[config.mk]
export PLATFORM = sky130hd
export DESIGN_NAME = qlo_synth
export DESIGN_NICKNAME = d
export VERILOG_FILES = /design/src/shared/qlo_pkg.sv /design/src/logic/qlo_synth.sv
export VERILOG_INCLUDE_DIRS = /design/src /design/src/shared
export SDC_FILE = /design/constraint.sdc
export NUM_CORES = 1
export LEC_CHECK = 0
export BUFFER_PORTS_ARGS = -buffer_cell sky130_fd_sc_hd__buf_2
export CAP_MARGIN = 20
export CORE_ASPECT_RATIO = 1.75
export CORE_UTILIZATION = 60
export CTS_CLUSTER_DIAMETER = 60
export DETAILED_ROUTE_END_ITERATION = 16
export PLACE_DENSITY_LB_ADDON = 0.12
export SYNTH_ARGS = -nofsm -noshare
export SYNTH_HDL_FRONTEND = slang
export SYNTH_SLANG_ARGS = --single-unit
[constraint.sdc]
create_clock -name aclk -period 3.8 [get_ports aclk]
set_input_delay 0.19 -clock aclk [delete_from_list [all_inputs] [get_ports aclk]]
set_output_delay 0.19 -clock aclk [all_outputs]
set_load 0.005 [all_outputs]
[src/shared/qlo_map.svh]
// Register map, field positions, reset values and clock ratios for the LO synthesizer control.
`ifndef QLO_MAP_SVH
`define QLO_MAP_SVH
// ==========================================
// Register byte addresses
`define QLO_ADDR_CTRL 8'h00
`define QLO_ADDR_LO_WORD 8'h04
`define QLO_ADDR_TEST_WORD 8'h08
`define QLO_ADDR_STATUS 8'h0c
`define QLO_ADDR_MCLK_COUNT 8'h10
`define QLO_ADDR_USB_COUNT 8'h14
`define QLO_ADDR_CPU_COUNT 8'h18
`define QLO_ADDR_REF_COUNT 8'h1c
// ==========================================
// Control and status fields
`define QLO_CTRL_TX 0
`define QLO_CTRL_TEST 1
`define QLO_CTRL_LO 2
`define QLO_CTRL_MASK 8'h07
`define QLO_CTRL_RST 8'h04
`define QLO_WORD_RST 32'h0000_0000
`define QLO_STAT_TX 0
`define QLO_STAT_TEST 1
`define QLO_STAT_LO 2
// ==========================================
// AXI responses
`define QLO_RESP_OKAY 2'h0
`define QLO_RESP_SLVERR 2'h2
// ==========================================
// Derived clock ratios in 16.16 fixed point
`define QLO_REF_KHZ 64'd25000
`define QLO_MCLK_FS 64'd512
`define QLO_FS_KHZ 64'd48
`define QLO_MCLK_KHZ (`QLO_MCLK_FS * `QLO_FS_KHZ)
`define QLO_USB_KHZ 64'd48000
`define QLO_CPU_KHZ 64'd72000
`define QLO_FRAC_ONE 64'd65536
`define QLO_STEP(khz) ((khz) * `QLO_FRAC_ONE / `QLO_REF_KHZ)
`endif

[src/shared/qlo_pkg.sv]
// Types shared by the LO synthesizer control.
`default_nettype none
package qlo_pkg;
    typedef enum {QLO_RX, QLO_TX} qlo_mode_t;
    typedef enum {QLO_WR_IDLE, QLO_WR_RESP} qlo_wr_state_t;
    typedef logic [1:0] qlo_resp_t;
endpackage : qlo_pkg
`default_nettype wire

[src/logic/qlo_synth.sv]
// LO synthesizer control with AXI4-Lite register access.
//
// Decided for this implementation: the address map and the AXI4-Lite slave port.
`timescale 1ns/10ps
`default_nettype none
`include "qlo_map.svh"
// ==========================================
// Overview of operation
// - Two independently programmable frequencies on three outputs; both LO outputs share one word.
// - Two accumulators multiply; three outputs divide down.
// - Controller programs configuration registers over bus.
// - Receive: outputs in glitch-free quadrature.
// - Transmit: outputs run in antiphase.
// - Test output only with receive LO.
// - Converter master clock is 512 times fs.
// - USB and processor clocks from reference.
module qlo_synth (
    input wire logic aclk,
    input wire logic aresetn,
    input wire logic ref_clk_pin,
    input wire logic [7:0] s_axi_awaddr,
    input wire logic s_axi_awvalid,
    output logic s_axi_awready,
    input wire logic [31:0] s_axi_wdata,
    input wire logic [3:0] s_axi_wstrb,
    input wire logic s_axi_wvalid,
    output logic s_axi_wready,
    output logic [1:0] s_axi_bresp,
    output logic s_axi_bvalid,
    input wire logic s_axi_bready,
    input wire logic [7:0] s_axi_araddr,
    input wire logic s_axi_arvalid,
    output logic s_axi_arready,
    output logic [31:0] s_axi_rdata,
    output logic [1:0] s_axi_rresp,
    output logic s_axi_rvalid,
    input wire logic s_axi_rready,
    output logic lo_output_a,
    output logic lo_output_b,
    output logic test_generator_output
);
    // ==========================================
    // Reference synchroniser and edge detect.
    logic ref_s1_reg;
    logic ref_s2_reg;
    logic ref_s3_reg;
    logic ref_rise;
    always_ff @(posedge aclk) begin
        if (!aresetn) begin
            ref_s1_reg <= 1'b0;
            ref_s2_reg <= 1'b0;
            ref_s3_reg <= 1'b0;
        end else begin
            ref_s1_reg <= ref_clk_pin;
            ref_s2_reg <= ref_s1_reg;
            ref_s3_reg <= ref_s2_reg;
        end
    end
    assign ref_rise = ref_s2_reg & ~ref_s3_reg;

    // ==========================================
    // Write channel.
    logic [7:0] ctrl_reg;
    logic [31:0] lo_word_reg;
    logic [31:0] test_word_reg;
    logic [7:0] aw_addr_reg;
    logic aw_full_reg;
    logic [31:0] w_data_reg;
    logic [3:0] w_strb_reg;
    logic w_full_reg;
    qlo_pkg::qlo_wr_state_t wr_state_reg;
    qlo_pkg::qlo_resp_t bresp_next;
    logic wr_fire;
    assign wr_fire = aw_full_reg && w_full_reg && (wr_state_reg == qlo_pkg::QLO_WR_IDLE);

    always_comb begin
        case (aw_addr_reg)
            `QLO_ADDR_CTRL, `QLO_ADDR_LO_WORD, `QLO_ADDR_TEST_WORD: bresp_next = `QLO_RESP_OKAY;
            default: bresp_next = `QLO_RESP_SLVERR;
        endcase
    end

    always_ff @(posedge aclk) begin
        if (!aresetn) begin
            aw_full_reg <= 1'b0;
            aw_addr_reg <= 8'h00;
            s_axi_awready <= 1'b0;
        end else if (s_axi_awvalid && s_axi_awready) begin
            aw_full_reg <= 1'b1;
            aw_addr_reg <= s_axi_awaddr;
            s_axi_awready <= 1'b0;
        end else if (wr_fire) begin
            aw_full_reg <= 1'b0;
        end else begin
            s_axi_awready <= !aw_full_reg && (wr_state_reg == qlo_pkg::QLO_WR_IDLE);
        end
    end

    always_ff @(posedge aclk) begin
        if (!aresetn) begin
            w_full_reg <= 1'b0;
            w_data_reg <= 32'h0000_0000;
            w_strb_reg <= 4'h0;
            s_axi_wready <= 1'b0;
        end else if (s_axi_wvalid && s_axi_wready) begin
            w_full_reg <= 1'b1;
            w_data_reg <= s_axi_wdata;
            w_strb_reg <= s_axi_wstrb;
            s_axi_wready <= 1'b0;
        end else if (wr_fire) begin
            w_full_reg <= 1'b0;
        end else begin
            s_axi_wready <= !w_full_reg && (wr_state_reg == qlo_pkg::QLO_WR_IDLE);
        end
    end

    always_ff @(posedge aclk) begin
        if (!aresetn) begin
            wr_state_reg <= qlo_pkg::QLO_WR_IDLE;
            s_axi_bvalid <= 1'b0;
            s_axi_bresp <= `QLO_RESP_OKAY;
        end else begin
            case (wr_state_reg)
                qlo_pkg::QLO_WR_IDLE: begin
                    if (wr_fire) begin
                        wr_state_reg <= qlo_pkg::QLO_WR_RESP;
                        s_axi_bvalid <= 1'b1;
                        s_axi_bresp <= bresp_next;
                    end
                end
                qlo_pkg::QLO_WR_RESP: begin
                    if (s_axi_bready) begin
                        wr_state_reg <= qlo_pkg::QLO_WR_IDLE;
                        s_axi_bvalid <= 1'b0;
                    end
                end
                default: wr_state_reg <= qlo_pkg::QLO_WR_IDLE;
            endcase
        end
    end

    // Register file; byte lanes honoured.
    genvar gb;
    generate
        for (gb = 0; gb < 4; gb++) begin : g_lane
            always_ff @(posedge aclk) begin
                if (!aresetn) begin
                    lo_word_reg[gb*8 +: 8] <= 8'(`QLO_WORD_RST);
                    test_word_reg[gb*8 +: 8] <= 8'(`QLO_WORD_RST);
                end else if (wr_fire && w_strb_reg[gb]) begin
                    if (aw_addr_reg == `QLO_ADDR_LO_WORD) begin
                        lo_word_reg[gb*8 +: 8] <= w_data_reg[gb*8 +: 8];
                    end
                    if (aw_addr_reg == `QLO_ADDR_TEST_WORD) begin
                        test_word_reg[gb*8 +: 8] <= w_data_reg[gb*8 +: 8];
                    end
                end
            end
        end
    endgenerate

    always_ff @(posedge aclk) begin
        if (!aresetn) begin
            ctrl_reg <= `QLO_CTRL_RST;
        end else if (wr_fire && w_strb_reg[0] && aw_addr_reg == `QLO_ADDR_CTRL) begin
            ctrl_reg <= w_data_reg[7:0] & `QLO_CTRL_MASK;
        end
    end

    // ==========================================
    // Synthesis: settings take effect on reference edges only.
    qlo_pkg::qlo_mode_t mode_reg;
    logic lo_en_reg;
    logic test_en_reg;
    logic [31:0] lo_phase_reg;
    logic [31:0] test_phase_reg;
    logic [31:0] ref_count_reg;
    always_ff @(posedge aclk) begin
        if (!aresetn) begin
            mode_reg <= qlo_pkg::QLO_RX;
            lo_en_reg <= 1'b0;
            test_en_reg <= 1'b0;
        end else if (ref_rise) begin
            mode_reg <= ctrl_reg[`QLO_CTRL_TX] ? qlo_pkg::QLO_TX : qlo_pkg::QLO_RX;
            lo_en_reg <= ctrl_reg[`QLO_CTRL_LO];
            test_en_reg <= ctrl_reg[`QLO_CTRL_TEST] && ctrl_reg[`QLO_CTRL_LO]
                && !ctrl_reg[`QLO_CTRL_TX];
        end
    end

    always_ff @(posedge aclk) begin
        if (!aresetn) begin
            lo_phase_reg <= 32'h0000_0000;
            test_phase_reg <= 32'h0000_0000;
            ref_count_reg <= 32'h0000_0000;
        end else if (ref_rise) begin
            ref_count_reg <= ref_count_reg + 32'h0000_0001;
            if (lo_en_reg) begin
                lo_phase_reg <= lo_phase_reg + lo_word_reg;
            end
            if (test_en_reg) begin
                test_phase_reg <= test_phase_reg + test_word_reg;
            end
        end
    end

    always_ff @(posedge aclk) begin
        if (!aresetn) begin
            lo_output_a <= 1'b0;
            lo_output_b <= 1'b0;
            test_generator_output <= 1'b0;
        end else begin
            lo_output_a <= lo_en_reg && lo_phase_reg[31];
            if (!lo_en_reg) begin
                lo_output_b <= 1'b0;
            end else if (mode_reg == qlo_pkg::QLO_TX) begin
                lo_output_b <= !lo_phase_reg[31];
            end else begin
                lo_output_b <= lo_phase_reg[31] ^ lo_phase_reg[30];
            end
            test_generator_output <= test_en_reg && test_phase_reg[31];
        end
    end

    // Converter master, USB and processor clock cycle counters.
    localparam logic [31:0] DERIVED_STEP [3] = '{
        32'(`QLO_STEP(`QLO_MCLK_KHZ)),
        32'(`QLO_STEP(`QLO_USB_KHZ)),
        32'(`QLO_STEP(`QLO_CPU_KHZ))
    };
    logic [31:0] derived_acc_reg [3];
    genvar gd;
    generate
        for (gd = 0; gd < 3; gd++) begin : g_derived
            always_ff @(posedge aclk) begin
                if (!aresetn) begin
                    derived_acc_reg[gd] <= 32'h0000_0000;
                end else if (ref_rise) begin
                    derived_acc_reg[gd] <= derived_acc_reg[gd] + DERIVED_STEP[gd];
                end
            end
        end
    endgenerate

    // ==========================================
    // Read channel.
    logic [31:0] rdata_next;
    qlo_pkg::qlo_resp_t rresp_next;
    always_comb begin
        rresp_next = `QLO_RESP_OKAY;
        rdata_next = 32'h0000_0000;
        case (s_axi_araddr)
            `QLO_ADDR_CTRL: rdata_next = {24'h00_0000, ctrl_reg};
            `QLO_ADDR_LO_WORD: rdata_next = lo_word_reg;
            `QLO_ADDR_TEST_WORD: rdata_next = test_word_reg;
            `QLO_ADDR_STATUS: begin
                rdata_next[`QLO_STAT_TX] = (mode_reg == qlo_pkg::QLO_TX);
                rdata_next[`QLO_STAT_TEST] = test_en_reg;
                rdata_next[`QLO_STAT_LO] = lo_en_reg;
            end
            `QLO_ADDR_MCLK_COUNT: rdata_next = {16'h0000, derived_acc_reg[0][31:16]};
            `QLO_ADDR_USB_COUNT: rdata_next = {16'h0000, derived_acc_reg[1][31:16]};
            `QLO_ADDR_CPU_COUNT: rdata_next = {16'h0000, derived_acc_reg[2][31:16]};
            `QLO_ADDR_REF_COUNT: rdata_next = ref_count_reg;
            default: rresp_next = `QLO_RESP_SLVERR;
        endcase
    end

    always_ff @(posedge aclk) begin
        if (!aresetn) begin
            s_axi_arready <= 1'b0;
            s_axi_rvalid <= 1'b0;
            s_axi_rdata <= 32'h0000_0000;
            s_axi_rresp <= `QLO_RESP_OKAY;
        end else if (s_axi_arvalid && s_axi_arready) begin
            s_axi_arready <= 1'b0;
            s_axi_rvalid <= 1'b1;
            s_axi_rdata <= rdata_next;
            s_axi_rresp <= rresp_next;
        end else if (s_axi_rvalid && s_axi_rready) begin
            s_axi_rvalid <= 1'b0;
        end else begin
            s_axi_arready <= !s_axi_rvalid;
        end
    end
endmodule : qlo_synth
`default_nettype wire

After elaboration in Yosys (flattened, before gate mapping). Memories as Yosys holds them, arrays and structs flattened. Cells that the tools add are included.

Reduce and logical (&&, ||, !) cells: 49. Bitwise operators: 7. Add/subtract/negate cells: 6. Muxes and demuxes: 24. Eq/ne operators: 13.

Operators by type and width (count): 29-bit case mux with 6 select lines (1); 32-bit two-way mux (5); 32-bit adder (2); 32-bit logical NOT (2); 32-bit case mux with 2 select lines (1); 32-bit by 1-bit adder with 32-bit output, second input constant (1); 32-bit by 16-bit adder with 32-bit output, second input constant (1); 32-bit by 17-bit adder with 32-bit output, second input constant (1); 32-bit by 18-bit adder with 32-bit output, second input constant (1); 32-bit by 1-bit == test with 1-bit output, second input constant (1); 32-bit by 2-bit == test with 1-bit output, second input constant (1); 8-bit by 5-bit == test with 1-bit output, second input constant (4); 2-bit AND reduction (13); 8-bit by 4-bit == test with 1-bit output, second input constant (3); 3-bit case mux with 8 select lines (1); 1-bit logical AND (17); 8-bit by 3-bit == test with 1-bit output, second input constant (2); 8-bit logical NOT (2); 1-bit two-way mux (13); 2-bit nonzero test (4); 8-bit OR reduction (1); 2-bit OR reduction (3); 1-bit logical NOT (5); 2-bit two-way mux (2); 8 further kinds (12).

Bits in registers: 322. Bits of input ports: 60. Output and inout bits: 44. Memories: 1. Bits in writable memories: 96. Logic and storage cells: 135.

Memory list: derived_acc_reg (words 3, width 32, rd ports 3, clocked after Yosys merged registers in 0, wr ports 3, RTL line qlo_synth.sv:231) `logic [31:0] derived_acc_reg [3];`.

Longest topological paths before layout.
Word-level depth: 6. Gate-level depth with buffers: 12. Depth with buffers taken out: 12.

Least setup slack after synthesis. Ideal clock, no wire load.

Kind: input port to flip-flop. Start: input port aresetn. End: memory derived_acc_reg[0][10] (enable). Arrival: 2427 ps. Required time: 2919 ps. Stages on the path: 4. Path slack: 492 ps. Path buffers: 3. Setup time: 881 ps. Cells stage by stage: clkbuf_1 -> buf_4 -> clkbuf_1 -> nand2_1.

RTL lines: from (decl) (RTL line qlo_synth.sv:19) `input wire logic aresetn,`; to (decl) (RTL line qlo_synth.sv:231).

Worst setup path after layout.
Start: register test_word_reg[1]. End: register test_phase_reg[19].

Word-level cells in the longest chain between the ends: 1.

RTL lines: from (decl) (RTL line qlo_synth.sv:65) `logic [31:0] test_word_reg;`; from (signal, indexed assignment) (RTL line qlo_synth.sv:149) `` test_word_reg[gb*8 +: 8] <= 8'(`QLO_WORD_RST); ``; from (signal, indexed assignment) (RTL line qlo_synth.sv:155) `test_word_reg[gb*8 +: 8] <= w_data_reg[gb*8 +: 8];`; 32-bit adder (RTL line qlo_synth.sv:202) `test_phase_reg <= test_phase_reg + test_word_reg;`; to (signal assigned) (RTL line qlo_synth.sv:202); to (decl) (RTL line qlo_synth.sv:176) `logic [31:0] test_phase_reg;`.

Every way passes these cells. A chain may end at the register's enable or synchronous reset.

==> results.txt <==
After clock tree synthesis, the clock-pin slew on the worst setup and hold paths is 0.06 ns. The number of inserted diodes is 0. By count the netlist is led by 287 x sky130_fd_sc_hd__nand2_1, 257 x sky130_fd_sc_hd__dfxtp_1, 120 x sky130_fd_sc_hd__nor2_1. Final routed DRC violation total: 0.

The detail-routed net length per standard cell was 19.6 um; the power share of the sequential group was 50.6%. The synthesized design contains 93 enable-type register cells. The critical path start-end classification was register to register. The static power due to leakage was 8.30 nW; the total global routing track utilization was 32.0%. The worst register-to-register path begins at test_word_reg[1]$_SDFFE_PN0P_.

The worst path uses 81.3% of the clock period. The post-synthesis instance area was 18400 um2. The data arrival at the endpoint of the critical path was 3.52 ns; the total number of clock tree sinks was 350. After legalization and detailed placement, the total HPWL measured 35900 um. The setup check on the worst reg-to-reg path leaves a slack of 0.71 ns. The root buffer cell chosen for the clock tree is sky130_fd_sc_hd__clkbuf_16. The fill cell total of the finished layout was 2463. Net switching is 23.3% of the power.

The x dimension of the die works out to 134 um. For this run, the detailed router's first-pass iteration total came to 8. The routed wire length came out at 49800 um. The post-synthesis average cell area was 9.07 um2; the number of failing hold endpoints at the final stage was 0.

The hold path endpoint was s_axi_rresp[1]$_SDFFE_PN0P_. During synthesis, Yosys emitted a total of 0 warnings. The number of clock buffers added by TritonCTS is 35.

The share of synthesized area in the top cell type comes to 28.0%. The worst-case IR drop observed on VDD is 0.508 mV. Row generation in the floorplan step produced 84 rows.

For the die area, the log shows 31400 um2. Counting cells, the worst reg-to-reg path comes to 11. The clock latency on the worst-skew pair is 0.53 ns, and the share of flip-flops with an asynchronous set or reset after synthesis is 0%.

The startpoint identified for the worst hold timing path is s_axi_araddr[1]. The worst hold slack after final layout was 0.0745 ns. Cells with a size suffix above 1 make up 10.9% of the layout. The sequential area share after synthesis was 43.2%; the post-CTS resize count was 0. In this run, the number of DRC markers left after iteration 0 of detailed routing was 975. The maximum net fanout on the critical path came out at 4. The flip-flop count of the largest register, all copies and words added came out at 93. The worst setup path is launched from a register.

The run gives 0 as the number of max-slew violations in the final report. The class of the most critical hold timing path was primary input to register. The run gives 14900 as the via count of the first global-routing pass. The most area-hungry cell type in the Yosys netlist is sky130_fd_sc_hd__dfxtp_1.

The initial cell density of the core is 61.1%. Compared with the post-synthesis result, the final layout area differs by 12.7%. 104 I/O pins were placed.

Once detail routing completed, the nets flagged for antenna violations numbered 0. The worst-margin pin slew was 0.970 ns; the core outline area was 30100 um2. The number of maximum-capacitance constraint violations was 0; the maximum level of the CTS H-tree was 2. Power per cell area: 385 nW/um2.

The worst register-to-register path ends at test_phase_reg[19]$_SDFFE_PN0P_. The largest individual stage delay along the critical path comes from the cell sky130_fd_sc_hd__a2111oi_0. The congestion estimate from routability-driven global placement came to 0.925.

The clock period minus worst slack was 3.09 ns; the combined area of the multi-input logic cells was 9940 um2. The footprint of the flip-flops and latches was 7940 um2. sky130_fd_sc_hd__nand2_1 is the most common cell in the netlist.

The run finished with clean final reports. The design draws 0.00798 W. Most common flop cell mapped by yosys: sky130_fd_sc_hd__dfxtp_1.

For this design, the CTS-stage hold fixing added 47 buffers. The first global-routing pass estimated 78100 um of wire. The internal power of the cells totals 0.00612 W. Entering global routing, the biggest net connects 95 pins. STA classifies the critical path endpoint as a register. TritonCTS built the clock tree.

The run gives 2257 as the net count of the finished layout. The logs give 0 for the number of setup violations in the final report and 4.23 ns for the required time at the endpoint of the critical path. The post-synthesis instance total came out at 2027. The vertical die dimension works out to 234 um.

The synthesized design contains 350 register bits. The signal on the critical path passes through ha_1, a21o_1, a21oi_2, o211a_1, nor4_1, a2111oi_0, o21bai_1, a311oi_1, xor2_1, o21ai_1, and2_1. The tightest slew margin relative to the limit is 35.3%.

In this run the power spent charging and discharging nets is 0.00185 W. Once the clock tree was built, the setup fixing pass inserted 0 buffers. The largest single stage delay on the critical path is 0.65 ns. The worst hold path was traced through 4 stages.

The number of buffers on the longest clock path was 3. Setup repair after global routing left no endpoint under its margin. For the via count of the routed design, the log shows 15100.

The number of antenna violations at the first check in global routing is 0. The run gives 324 MHz as the maximum clock rate. Yosys attributes the largest share of cell area to sky130_fd_sc_hd__dfxtp_1 28%, sky130_fd_sc_hd__edfxtp_1 15%, sky130_fd_sc_hd__nand2_1 5.9%. After global routing the overflow that remains totals 0. After synthesis, the netlist uses 78 different library cells. Mean number of vias per cell: 5.96. The tools report the area of placed instances as 19100 um2.

The clock arrives with 0.0187 ns of skew. The setup TNS is 0 ns, and the count of port buffers added during placement is 101. Combinational logic burns 5.7% of the power. The finished cells cover 20700 um2. The tools report the part of the total power dissipated in the clock network as 43.7%.
## logic make-up (layout without fill, tap and decap cells)
family / count (synthesis) / after routing / synth area share (%)
buffers and inverters: 125 / 250 / 2.83
AND/OR/NAND/NOR: 771 / 771 / 20.4
multiplexers: 74 / 74 / 4.28
AO/OA/AOI/OAI: 490 / 490 / 17.5
flip-flops: 350 / 350 / 43.2
other: 1 / 2 / 0.0204
XOR/XNOR: 148 / 148 / 7.05
adder cells (fa/ha/maj): 68 / 68 / 4.71
## power groups by stage
stage / clock network, W / registers [W] / logic (W)
CTS: 0.00353 / 0.00403 / 0.000452
floorplan: 0 / 0.00408 / 0.000284
global route: 0.00366 / 0.00405 / 0.000498
detailed placement: 0 / 0.00412 / 0.000410
finish: 0.00349 / 0.00404 / 0.000455
global placement: 0 / 0.00411 / 0.000405
## stage by stage
stage | cells | utilization (%) | setup WS (ns)
after floorplan | 2028 | - | 0.492
after global placement | 2432 | 63.6 | 0.768
after detailed placement | 2432 | 63.6 | 0.767
after CTS | 2540 | 68.9 | 0.716
after global routing | 2540 | 68.9 | 0.540
final | 2540 | 68.9 | 0.709
## worst max-delay path by stage
stage / from / to / slack [ns] / cells after the start
after floorplan: aresetn / derived_acc_reg[0][10]$_SDFFCE_PN0P_ / 0.49 / 4
after global placement: test_word_reg[1]$_SDFFE_PN0P_ / test_phase_reg[19]$_SDFFE_PN0P_ / 0.77 / 11
after detailed placement: test_word_reg[1]$_SDFFE_PN0P_ / test_phase_reg[19]$_SDFFE_PN0P_ / 0.77 / 11
after CTS: test_word_reg[1]$_SDFFE_PN0P_ / test_phase_reg[19]$_SDFFE_PN0P_ / 0.72 / 11
after global routing: test_word_reg[0]$_SDFFE_PN0P_ / test_phase_reg[28]$_SDFFE_PN0P_ / 0.54 / 12
final: test_word_reg[1]$_SDFFE_PN0P_ / test_phase_reg[19]$_SDFFE_PN0P_ / 0.71 / 11
## placed cells by master, fill, tap and decap left out, drive strengths merged, types with 28 or more instances in the layout
cell type / count
a21boi: 84
a21oi: 121
a222oi: 28
and2: 78
buf: 123
clkbuf: 53
dfxtp: 257
dlygate4sd3: 47
edfxtp: 93
ha: 66
mux2i: 46
nand2: 287
nand3: 81
nand4: 30
nor2: 121
nor2b: 65
o21ai: 139
xnor2: 71
xor2: 77
## area by class of cell
class,instances,area share [%]
clock buffer,53,5.10
clock inverter,8,0.350
inverter,19,0.344
multi-input combinational,1553,48.0
sequential,350,38.3
tap,387,2.34
timing repair buffer,170,5.54
## worst max-delay path: cells and delay by family (launching register included)
family | cells | cell delay [ns]
xor+xnor | 1 | 0.18
compound gates | 7 | 1.85
fa+ha+maj | 1 | 0.28
simple gates | 2 | 0.22
flops | 1 | 0.45
## metal layers
metal	track usage (%)	wire [um]
met5	0	0
met4	23.7	3890
met3	3.73	1930
met2	58.7	25700
met1	33.2	18300
No activity file was read; power rests on OpenSTA's default activity.
